### config.mk
export PLATFORM = sky130hd
export DESIGN_NAME = fsc_bank
export DESIGN_NICKNAME = d
export VERILOG_FILES = /design/src/fsc_pkg.sv /design/src/fsc_bank.sv /design/src/fsc_sync.sv /design/src/fsc_flags.sv
export SDC_FILE = /design/constraint.sdc
export NUM_CORES = 1
export LEC_CHECK = 0
export BUFFER_PORTS_ARGS = -buffer_cell sky130_fd_sc_hd__buf_2
export CORE_MARGIN = 2
export CORE_UTILIZATION = 47
export CTS_BUF_LIST = sky130_fd_sc_hd__clkbuf_8
export CTS_CLUSTER_SIZE = 10
export DETAILED_ROUTE_END_ITERATION = 10
export PLACE_DENSITY_LB_ADDON = 0.15
export SLEW_MARGIN = 20
export SYNTH_ARGS = -nofsm -noshare
export SYNTH_HDL_FRONTEND = slang
export SYNTH_SLANG_ARGS = --single-unit
### constraint.sdc
create_clock -name ref_clk -period 3.41 [get_ports ref_clk]
set_input_delay 0.1705 -clock ref_clk [delete_from_list [all_inputs] [get_ports ref_clk]]
set_output_delay 0.1705 -clock ref_clk [all_outputs]
set_load 0.01 [all_outputs]
### src/fsc_pkg.sv
package fsc_pkg;

	// ==========================================================
	// Register map; byte address is four times the word index
	localparam logic [7:0] BOOST_IDX      = 8'h10;
	localparam logic [7:0] LED_IDX        = 8'h12;
	localparam logic [7:0] BOOST_ADDR     = {BOOST_IDX[5:0], 2'b00};
	localparam logic [7:0] LED_ADDR       = {LED_IDX[5:0], 2'b00};
	localparam logic [7:0] IRQ_STAT_ADDR  = 8'h60;
	localparam logic [7:0] IRQ_MASK_ADDR  = 8'h64;
	localparam int         MIN_ADDR_W     = 7;

	// ==========================================================
	// Field layout
	localparam int BOOST_FLAGS       = 8;
	localparam int LED_FLAGS         = 3;
	localparam int CHANS             = 6;
	localparam int REG_W             = 16;
	localparam int OVERTEMP_FLAG_BIT = 15;
	localparam int OVERTEMP_CLR_BIT  = 14;
	localparam int LED_RESERVED_BIT  = 15;
	localparam int LED_COMB_BIT      = 10;
	localparam int GROUND_BIT        = 8;
	localparam int SHORT_BIT         = 7;
	localparam int OPEN_BIT          = 6;
	localparam int LED_CTL_BITS      = 4;
	localparam int DETAIL_FLAGS      = 2;

	// ==========================================================
	// Interrupt layout and reset values
	localparam int                      IRQ_BITS       = 2;
	localparam int                      IRQ_BOOST_BIT  = 0;
	localparam int                      IRQ_LED_BIT    = 1;
	localparam logic [IRQ_BITS-1:0]     IRQ_MASK_RESET = 2'h0;
	localparam logic [REG_W-1:0]        REG_RESET      = 16'h0000;

endpackage

### src/fsc_bank.sv
// What this block does
// - Over-temperature fault latches boost bit 15 high.
// - Bit 15 and the pin clear only when bits 15 and 14 are written 1 together.
// - Bit 13 latches resistor-to-ground short; writing 13 and 12 together clears it.
// - Bit 11 latches missing string-config resistor; writing 11 and 10 clears it.
// - Bit 9 latches missing mode resistor; writing 9 and 8 clears it.
// - Bit 7 latches missing frequency resistor; writing 7 and 6 clears it.
// - Bit 5 latches boost over-current; writing 5 and 4 clears it.
// - Bit 3 latches boost high over-voltage; writing 3 and 2 clears it.
// - Bit 1 latches boost low over-voltage; writing 1 and 0 clears it.
// - LED bit 14 latches bus timeout; writing 14 and 13 clears it.
// - LED bit 12 latches bad string setup; writing 12 and 11 clears it.
// - LED bit 10 latches ground short, internal short or open string; writing 10 and 9 clears it.
// - LED bit 8 reads ground short state, read only.
// - LED bit 7 internal short, cleared with the combined flag.
// - LED bit 6 open string, cleared with the combined flag.
// - LED bits 5..0 read channel 6..1 fault state.
// - LED bit 15 is plain storage, reset zero.
//
// The implementer's own choice: register access over APB.
module fsc_bank #(
	parameter int ADDR_W = 8
) (
	input  wire logic                               ref_clk,
	input  wire logic                               reset,
	input  wire logic                               psel,
	input  wire logic                               penable,
	input  wire logic                               pwrite,
	input  wire logic [ADDR_W-1:0]                  paddr,
	input  wire logic [31:0]                        pwdata,
	input  wire logic [3:0]                         pstrb,
	output logic      [31:0]                        prdata,
	output logic                                    pready,
	output logic                                    pslverr,
	input  wire logic [fsc_pkg::BOOST_FLAGS-1:0]    boost_fault_in,
	input  wire logic                               bus_timeout_in,
	input  wire logic                               bad_string_in,
	input  wire logic                               ground_short_in,
	input  wire logic                               internal_short_in,
	input  wire logic                               open_string_in,
	input  wire logic [fsc_pkg::CHANS-1:0]          chan_fault_in,
	output logic                                    fault_pin,
	output logic                                    irq
);
	import fsc_pkg::*;

	localparam int SYNC_W = BOOST_FLAGS + 5 + CHANS;

	generate
		if (ADDR_W < MIN_ADDR_W) begin : g_chk
			$error("fsc_bank address too narrow for the register map");
		end
	endgenerate

	// ==========================================================
	// Input synchronisation
	logic [SYNC_W-1:0]       raw_in;
	logic [SYNC_W-1:0]       sync_in;
	logic [BOOST_FLAGS-1:0]  boost_s;
	logic                    timeout_s;
	logic                    badstr_s;
	logic                    gnd_s;
	logic                    short_s;
	logic                    open_s;
	logic [CHANS-1:0]        chan_s;

	assign raw_in = {chan_fault_in, open_string_in, internal_short_in, ground_short_in,
		bad_string_in, bus_timeout_in, boost_fault_in};

	fsc_sync #(
		.W(SYNC_W)
	) u_sync (
		.ref_clk(ref_clk),
		.reset  (reset),
		.d      (raw_in),
		.q      (sync_in)
	);

	assign boost_s   = sync_in[BOOST_FLAGS-1:0];
	assign timeout_s = sync_in[BOOST_FLAGS];
	assign badstr_s  = sync_in[BOOST_FLAGS+1];
	assign gnd_s     = sync_in[BOOST_FLAGS+2];
	assign short_s   = sync_in[BOOST_FLAGS+3];
	assign open_s    = sync_in[BOOST_FLAGS+4];
	assign chan_s    = sync_in[SYNC_W-1:BOOST_FLAGS+5];

	// ==========================================================
	// Bus decode
	logic             wr_en;
	logic             setup;
	logic             sel_boost;
	logic             sel_led;
	logic             sel_stat;
	logic             sel_mask;
	logic [REG_W-1:0] wmask;
	logic [REG_W-1:0] wdat;

	function automatic logic pair_hit(input logic [REG_W-1:0] d, input int s);
		pair_hit = d[s] & d[s-1];
	endfunction

	assign wr_en     = psel & penable & pwrite;
	assign setup     = psel & ~penable;
	assign sel_boost = (paddr == ADDR_W'(BOOST_ADDR));
	assign sel_led   = (paddr == ADDR_W'(LED_ADDR));
	assign sel_stat  = (paddr == ADDR_W'(IRQ_STAT_ADDR));
	assign sel_mask  = (paddr == ADDR_W'(IRQ_MASK_ADDR));
	assign wmask     = {{8{pstrb[1]}}, {8{pstrb[0]}}};
	assign wdat      = pwdata[REG_W-1:0] & wmask;
	// Zero wait states: every access completes in its first access cycle
	assign pready    = 1'b1;

	// ==========================================================
	// Boost fault flags and their clear bits
	logic [BOOST_FLAGS-1:0] boost_q;
	logic [BOOST_FLAGS-1:0] boost_clr;
	logic [BOOST_FLAGS-1:0] boost_ctl_reg;

	always_comb begin
		for (int k = 0; k < BOOST_FLAGS; k++) begin
			boost_clr[k] = wr_en & sel_boost & pair_hit(wdat, 2 * k + 1);
		end
	end

	fsc_flags #(
		.N(BOOST_FLAGS)
	) u_boost_flags (
		.ref_clk(ref_clk),
		.reset  (reset),
		.set    (boost_s),
		.clr    (boost_clr),
		.q      (boost_q)
	);

	// Clear bits read back what was last written
	always_ff @(posedge ref_clk or posedge reset) begin
		if (reset) begin
			boost_ctl_reg <= '0;
		end else if (wr_en && sel_boost) begin
			for (int k = 0; k < BOOST_FLAGS; k++) begin
				if (wmask[2 * k]) begin
					boost_ctl_reg[k] <= pwdata[2 * k];
				end
			end
		end
	end

	// ==========================================================
	// LED fault flags: [0] combined, [1] bad string, [2] timeout
	logic [LED_FLAGS-1:0]    led_set;
	logic [LED_FLAGS-1:0]    led_clr;
	logic [LED_FLAGS-1:0]    led_q;
	logic [DETAIL_FLAGS-1:0] detail_q;
	logic                    short_q;
	logic                    open_q;
	logic [LED_CTL_BITS-1:0] led_ctl_reg;

	assign led_set = {timeout_s, badstr_s, gnd_s | short_s | open_s};

	always_comb begin
		for (int k = 0; k < LED_FLAGS; k++) begin
			led_clr[k] = wr_en & sel_led & pair_hit(wdat, LED_COMB_BIT + 2 * k);
		end
	end

	fsc_flags #(
		.N(LED_FLAGS)
	) u_led_flags (
		.ref_clk(ref_clk),
		.reset  (reset),
		.set    (led_set),
		.clr    (led_clr),
		.q      (led_q)
	);

	// Detail flags share the combined flag's clear
	fsc_flags #(
		.N(DETAIL_FLAGS)
	) u_detail_flags (
		.ref_clk(ref_clk),
		.reset  (reset),
		.set    ({short_s, open_s}),
		.clr    ({DETAIL_FLAGS{led_clr[0]}}),
		.q      (detail_q)
	);

	assign short_q = detail_q[1];
	assign open_q  = detail_q[0];

	// Bits 15, 13, 11, 9 as plain storage
	always_ff @(posedge ref_clk or posedge reset) begin
		if (reset) begin
			led_ctl_reg <= '0;
		end else if (wr_en && sel_led && pstrb[1]) begin
			for (int k = 0; k < LED_CTL_BITS; k++) begin
				led_ctl_reg[k] <= pwdata[LED_COMB_BIT - 1 + 2 * k];
			end
		end
	end

	// ==========================================================
	// Fault pin and interrupt
	logic [BOOST_FLAGS-1+LED_FLAGS-1:0] pin_src;
	logic                               fault_pin_reg;
	logic [IRQ_BITS-1:0]                irq_evt;
	logic [IRQ_BITS-1:0]                irq_w1c;
	logic [IRQ_BITS-1:0]                irq_status_reg;
	logic [IRQ_BITS-1:0]                irq_mask_reg;

	// Low over-voltage flag leaves the pin alone
	assign pin_src = {boost_q[BOOST_FLAGS-1:1], led_q};

	always_ff @(posedge ref_clk or posedge reset) begin
		if (reset) begin
			fault_pin_reg <= 1'b0;
		end else begin
			fault_pin_reg <= |pin_src;
		end
	end

	assign fault_pin = fault_pin_reg;

	always_comb begin
		irq_evt                = '0;
		irq_evt[IRQ_BOOST_BIT] = |(boost_s & ~boost_q);
		irq_evt[IRQ_LED_BIT]   = |(led_set & ~led_q);
		irq_w1c                = (wr_en && sel_stat) ? wdat[IRQ_BITS-1:0] : '0;
	end

	always_ff @(posedge ref_clk or posedge reset) begin
		if (reset) begin
			irq_status_reg <= '0;
		end else begin
			irq_status_reg <= irq_evt | (irq_status_reg & ~irq_w1c);
		end
	end

	always_ff @(posedge ref_clk or posedge reset) begin
		if (reset) begin
			irq_mask_reg <= IRQ_MASK_RESET;
		end else if (wr_en && sel_mask && pstrb[0]) begin
			irq_mask_reg <= pwdata[IRQ_BITS-1:0];
		end
	end

	assign irq = |(irq_status_reg & irq_mask_reg);

	// ==========================================================
	// Read data, captured in the setup cycle
	logic [REG_W-1:0] boost_rd;
	logic [REG_W-1:0] led_rd;
	logic [31:0]      prdata_next;
	logic             pslverr_next;
	logic [31:0]      prdata_reg;
	logic             pslverr_reg;

	always_comb begin
		for (int k = 0; k < BOOST_FLAGS; k++) begin
			boost_rd[2 * k + 1] = boost_q[k];
			boost_rd[2 * k]     = boost_ctl_reg[k];
		end
	end

	assign led_rd = {led_ctl_reg[3], led_q[2], led_ctl_reg[2], led_q[1], led_ctl_reg[1],
		led_q[0], led_ctl_reg[0], gnd_s, short_q, open_q, chan_s};

	always_comb begin
		prdata_next  = '0;
		pslverr_next = 1'b0;
		if (sel_boost) begin
			prdata_next[REG_W-1:0] = boost_rd;
		end else if (sel_led) begin
			prdata_next[REG_W-1:0] = led_rd;
		end else if (sel_stat) begin
			prdata_next[IRQ_BITS-1:0] = irq_status_reg;
		end else if (sel_mask) begin
			prdata_next[IRQ_BITS-1:0] = irq_mask_reg;
		end else begin
			pslverr_next = 1'b1;
		end
		if (pwrite) begin
			prdata_next = '0;
		end
	end

	always_ff @(posedge ref_clk or posedge reset) begin
		if (reset) begin
			prdata_reg  <= '0;
			pslverr_reg <= 1'b0;
		end else if (setup) begin
			prdata_reg  <= prdata_next;
			pslverr_reg <= pslverr_next;
		end
	end

	assign prdata  = prdata_reg;
	assign pslverr = pslverr_reg;

	genvar g;
	generate
		for (g = 0; g < BOOST_FLAGS; g++) begin : g_boost_chk

		end
		for (g = 0; g < LED_FLAGS; g++) begin : g_led_chk

		end
	endgenerate
endmodule

### src/fsc_sync.sv
module fsc_sync #(
	parameter int W = 1
) (
	input  wire logic         ref_clk,
	input  wire logic         reset,
	input  wire logic [W-1:0] d,
	output logic      [W-1:0] q
);
	// ==========================================================
	// Two-stage synchroniser; first stage feeds only the second
	logic [W-1:0] meta_reg;
	logic [W-1:0] q_reg;

	generate
		if (W < 1) begin : g_chk
			$error("fsc_sync width must be at least one");
		end
	endgenerate

	always_ff @(posedge ref_clk or posedge reset) begin
		if (reset) begin
			meta_reg <= '0;
			q_reg    <= '0;
		end else begin
			meta_reg <= d;
			q_reg    <= meta_reg;
		end
	end

	assign q = q_reg;
endmodule

### src/fsc_flags.sv
module fsc_flags #(
	parameter int N = 1
) (
	input  wire logic         ref_clk,
	input  wire logic         reset,
	input  wire logic [N-1:0] set,
	input  wire logic [N-1:0] clr,
	output logic      [N-1:0] q
);
	// ==========================================================
	// Sticky flags; a set in the clearing cycle wins
	logic [N-1:0] q_reg;

	generate
		if (N < 1) begin : g_chk
			$error("fsc_flags needs at least one flag");
		end
	endgenerate

	always_ff @(posedge ref_clk or posedge reset) begin
		if (reset) begin
			q_reg <= '0;
		end else begin
			q_reg <= set | (q_reg & ~clr);
		end
	end

	assign q = q_reg;
endmodule

==> metrics.csv, run 1 <==
metric;value;unit
wl;6470;microns
grt.total_usage;0.184;
rsz0062_at_grt;no;
yosysSeqAreaShare;0.637;
die_x;88.3;microns
asyncSetResetFlopFracSynth;1.00;
initial_core_util;0.489;
rows;30;
via_count;2138;
place_hpwl;4550;microns
r2r_start;u_boost_flags.q[0];
drt_iter0_markers;90;
min_to;boost_ctl_reg[1];
peakVddDrop;0.000264;V
ys_warn_count;0;
clock-skew-final;0.00813;ns
grt_pass1_vias;2125;
setup_ws;1.70;ns
ant_nets;0;
setup_viol;0;
coreArea;6830;sq um
clkLatencyLatePin;0.35;ns
place_area;3690;sq um
power_frac_seq;0.548;
instances_no_fill;446;
area_growth;22.6;%
crit_type;in2reg;
placed_cells;410;
postLayoutCoreUtil;0.600;
ys.flop_type;dfrtp_1;
synth_area;3340;sq um
clk_pin_slew;0.09;ns
hold_depth;2;
status;complete, no violations;
tns;0;ns
routabilityCongestion;0.841;
cp.arrival;1.96;ns
clock.fmax;0.583;GHz
required;3.65;ns
htreeDepth;3;
critPathLaunchType;primary input;
critPathMaxFanout;24;
die_area;7800;sq um
grt_max_degree;39;
ioPinCount;104;
clockBufferDepth;2;
io_buffers;68;
total_power;1.90;mW
min_period;1.71;ns
cts_sinks;85;
tritoncts;done;
fin_crit_sh;0.503;
max-slew-margin-rel;0.514;
pwr-share-clk;0.385;
netlist_instances;254;
synth_seq_cells;85;
sw_frac_of_total;0.229;
slew_violations;0;
drv_cap;0;
hold_start;pwdata[2];
die_h;88.3;microns
grt_antenna_before_repair;0;
pre_cts_ws;1.32;ns
route.detailed.wl_per_inst;14.5;microns
root_buffer;clkbuf_8;
layout.nets;413;
pwr-share-comb;0.066;
drive_gt1_frac;0.317;
p_switching;0.435;mW
grt_pass1_wl;10600;microns
firstDrtPassIters;4;
synth_edf_count;0;
rr_worst_depth;3;
n_antenna_cell;0;
worstMarginPinSlew;0.729;ns
via_per_inst;4.79;
r2r_end;prdata[1];
avgSynthCellArea;13.2;sq um
hold_viol;0;
min_path_type;in2reg;
internal_power;1.47;mW
p_per_area;464;nW/um^2
drc;0;
reg2reg_slack;2.29;ns
grt_overflow_total;0;
power.leakage;1.96;nW
final_area;4100;sq um
cts_buffers;9;
hold_slack;0.0708;ns
yosysUniqueCellTypes;41;
cp-end-kind;flop;
-- power groups by stage --
stage / logic, mW / registers, mW / clock network [mW]
after detailed placement: 0.110 / 1.06 / 0
after global placement: 0.108 / 1.06 / 0
after floorplan: 0.0751 / 1.06 / 0
after global routing: 0.141 / 1.05 / 0.798
after CTS: 0.128 / 1.04 / 0.753
final: 0.126 / 1.04 / 0.733
-- cell usage in the layout (no fill, tap or decap), types with 3 or more instances in the layout --
cell and instances:
o21ai_1 8, nand2b_1 4, dlygate4sd3_1 20, nand2_1 18, mux2_2 14, mux2i_1 16
conb_1 17, a21o_1 12, buf_2 68, clkinv_2 3, o21ai_0 6, o31ai_1 3
nor4_4 3, nand4_1 5, inv_1 9, nand3_1 12, nor4_1 3, clkbuf_8 11
dfrtp_1 85
-- cells in the mapped netlist (4+ instances only) --
library cell	number	area (sq um)
o21ai_0	6	30.0
mux2i_1	16	160
nand2_1	18	67.6
buf_4	17	128
dfrtp_1	85	2130
a21o_1	12	90.1
mux2_2	14	158
nand3_1	12	60.1
nand2b_1	4	25.0
nand4_1	5	31.3
inv_1	10	37.5
o21ai_1	8	40.0
-- final cells by class --
cell class	instances	area, sq um
sequential	85	2130
timing repair buffer	90	556
inverter	10	38.8
multi-input combinational	149	1050
tap	96	120
clock inverter	5	57.6
clock buffer	11	151
fill	605	2740
-- layer usage --
layer	vias to the layer above	routed length, microns	part of all wire	GRT usage
li1	1040	-	-	-
met5	-	0	0	0
met1	1019	2910	0.45	0.250
met3	11	364	0.056	0.0522
met2	68	3080	0.48	0.280
met4	0	114	0.018	0.0799
-- how the worst max path moves through the flow --
| stage | from | end | slack (ns) | cells past startpoint |
|---|---|---|---|---|
| after global placement | paddr[3] | u_led_flags.q[0] | 1.31 | 5 |
| after floorplan | reset | boost_ctl_reg[0] | 1.05 | 1 |
| after detailed placement | paddr[3] | u_led_flags.q[0] | 1.32 | 5 |
| after CTS | paddr[3] | u_led_flags.q[0] | 1.69 | 5 |
| final | paddr[3] | u_led_flags.q[0] | 1.70 | 5 |
| after global routing | paddr[3] | u_led_flags.q[0] | 1.57 | 5 |
-- cells by family after synthesis --
| family | Yosys count | synth area share |
|---|---|---|
| compound gates | 45 | 0.0914 |
| buf+inv | 35 | 0.0670 |
| flops | 85 | 0.637 |
| mux | 30 | 0.0951 |
| other cells | 2 | 0.00225 |
| simple gates | 57 | 0.107 |
-- critical path: stages --
cell and delay, ns:
buf_2 0.56, inv_1 0.16, nor4_4 0.58, nand3_1 0.23
a21bo_2 0.25
-- repair_timing --
item                       CTS  global route
hold buffers                20             0
gates resized for setup      0             0
hold endpoints to repair    55             0
setup endpoints to repair    0             0
setup buffers                0             0
No activity file was read; power rests on OpenSTA's default activity.
==> run 2, diff against run 1 <==
Settings changed: ABC_AREA from default to 1.
Clock period 3.41 ns to 1.7 ns, I/O delays scaled along.
==> run 2 against run 1 <==
First-iteration DRC count is 17% higher. Core utilization grew 0.074 points. Clock power is 65% higher. Wire length is 12% higher. Setup slack lost 1.2 ns. Sequential share of layout area decreased by 3.3 points. Critical path depth fell by 3. Flip-flop and latch count unchanged. Power increased by 88%. Hold slack lost 0.050 ns. Combinational power up 120%. Final area rose by 6.9%. Largest power group unchanged.
==> metrics.csv, run 2 <==
metric;value;unit
drt_iter0_markers;105;
ys_warn_count;0;
area_growth;22.9;%
synth.area.top_cells;dfrtp_1 60%, nand2_1 15%, nand3_1 5.1%, buf_4 3.8%, inv_1 3.7%;
min_period;1.20;ns
synthTopCellsByCount;139 x nand2_1, 85 x dfrtp_1, 36 x nand3_1;
yosysMostFrequentCell;nand2_1;
cts_sinks;85;
placed_cells;547;
ioPinCount;104;
regArea;2130;sq um
rsz0062_at_grt;no;
synth_seq_cells;85;
via_per_inst;4.63;
netlist_instances;386;
die_x;91.1;microns
clockBufferDepth;2;
hold_viol;0;
instances_no_fill;589;
tritoncts;done;
power.leakage;2.38;nW
synth_area;3560;sq um
avgSynthCellArea;9.23;sq um
drc;0;
grt_max_degree;76;
min_path_type;in2reg;
htreeDepth;3;
status;complete, no violations;
clock-skew-final;0.00867;ns
final_common_cell;nand2_1;
place_area;3940;sq um
setup_viol;0;
critPathMaxFanout;3;
required;1.62;ns
path_cells;a22o_1, buf_2;
grt_pass1_wl;12200;microns
initial_core_util;0.489;
synth_top_area_cell;dfrtp_1;
place_hpwl;5280;microns
crit_slowest_cell;dfrtp_1;
critPathLaunchType;flop;
cp-end-kind;output port;
coreArea;7290;sq um
clkLatencyLatePin;0.35;ns
netlist.area_leader.share;0.597;
cts_buffers;9;
n_antenna_cell;0;
grt_overflow_total;0;
asyncSetResetFlopFracSynth;1.00;
p_per_area;816;nW/um^2
hold_slack;0.0206;ns
routabilityCongestion;0.863;
yosysUniqueCellTypes;28;
wl;7260;microns
slowest_delay;0.40;ns
yosysSeqAreaShare;0.597;
drive_gt1_frac;0.220;
holdBufCountCts;27;
root_buffer;clkbuf_8;
post_cts_resized;0;
firstDrtPassIters;4;
grt.total_usage;0.191;
multiInputGateArea;1170;sq um
clk_pin_slew;0.08;ns
grt_antenna_before_repair;0;
slew_violations;0;
clock.fmax;0.836;GHz
most-common-layout-cells;139 x nand2_1, 85 x dfrtp_1, 68 x buf_2;
reg2reg_slack;0.63;ns
via_count;2729;
io_buffers;68;
route.detailed.wl_per_inst;12.3;microns
final_area;4380;sq um
post_cts_buffers;0;
peakVddDrop;0.000492;V
tns;0;ns
synth_edf_count;0;
die_area;8290;sq um
fillers;672;
crit_type;reg2out;
rows;31;
layout.nets;554;
fin_crit_sh;0.704;
cp.arrival;1.11;ns
die_h;91.1;microns
ant_nets;0;
ys.flop_type;dfrtp_1;
drv_cap;0;
grt_pass1_vias;2635;
run 2: cell types whose count changed in the layout (fill, tap and decap cells not counted), moves of 12 or more:
cell,before,now
a21o_1,12,0
mux2_2,14,0
nand3_1,12,36
nand2_1,18,139
inv_1,9,34
mux2i_1,16,0
nor2_1,1,13
run 2: layer usage:
metal  share of wire  wire length (microns)  track usage
met5               0                      0            0
met4           0.016                    117       0.0833
met3           0.052                    375       0.0440
met2            0.47                   3450        0.306
met1            0.46                   3320        0.250
run 2: kinds of logic (layout without fill, tap and decap cells):
kind of cell | after synthesis | after routing | synth area share
AND/OR/NAND/NOR | 219 | 219 | 0.280
flip-flops | 85 | 85 | 0.597
buffers and inverters | 62 | 151 | 0.0906
AO/OA/AOI/OAI | 18 | 18 | 0.0299
other | 2 | 17 | 0.00211
run 2: path summary, 6_finish.rpt:
path	startpoint	endpoint	depth (start not counted)
worst max-delay path	irq_mask_reg[1]	irq	2
worst min-delay path	pwdata[15]	led_ctl_reg[3]	3
worst max register to register	u_boost_flags.q[3]	fault_pin	2
worst min register to register	u_sync.meta_reg[5]	u_sync.q[5]	0
max in group asynchronous	reset	pslverr	4
min in group asynchronous	reset	irq_mask_reg[0]	3
run 2: final cells by class:
class	instances	area share
Multi-Input combinational cell	254	0.267
Tap cell	99	0.0283
Clock buffer	9	0.0283
Timing Repair Buffer	98	0.147
Sequential cell	85	0.486
Inverter	38	0.0340
Clock inverter	6	0.00915
run 2: metrics by stage:
| step | setup slack, ns | util | total power, mW |
|---|---|---|---|
| 2_1_floorplan | 0.635 | - | 2.28 |
| 3_3_place_gp | 0.318 | 0.541 | 2.35 |
| 3_5_place_dp | 0.274 | 0.541 | 2.36 |
| 4_1_cts | 0.478 | 0.600 | 3.63 |
| 5_1_grt | 0.455 | 0.600 | 3.76 |
| 6_report | 0.504 | 0.600 | 3.57 |
run 2: where the power goes:
| group | internal (mW) | total, mW | switching (mW) |
|---|---|---|---|
| combinational | 0.112 | 0.271 | 0.159 |
| sequential | 2.07 | 2.09 | 0.0195 |
| clock | 0.521 | 1.21 | 0.687 |
| total | 2.71 | 3.57 | 0.865 |
run 2: critical path, delay by kind of cell, from the launching register on:
family          cells  cell delay [ns]
flops               1             0.40
compound gates      1             0.23
buf+inv             1             0.13
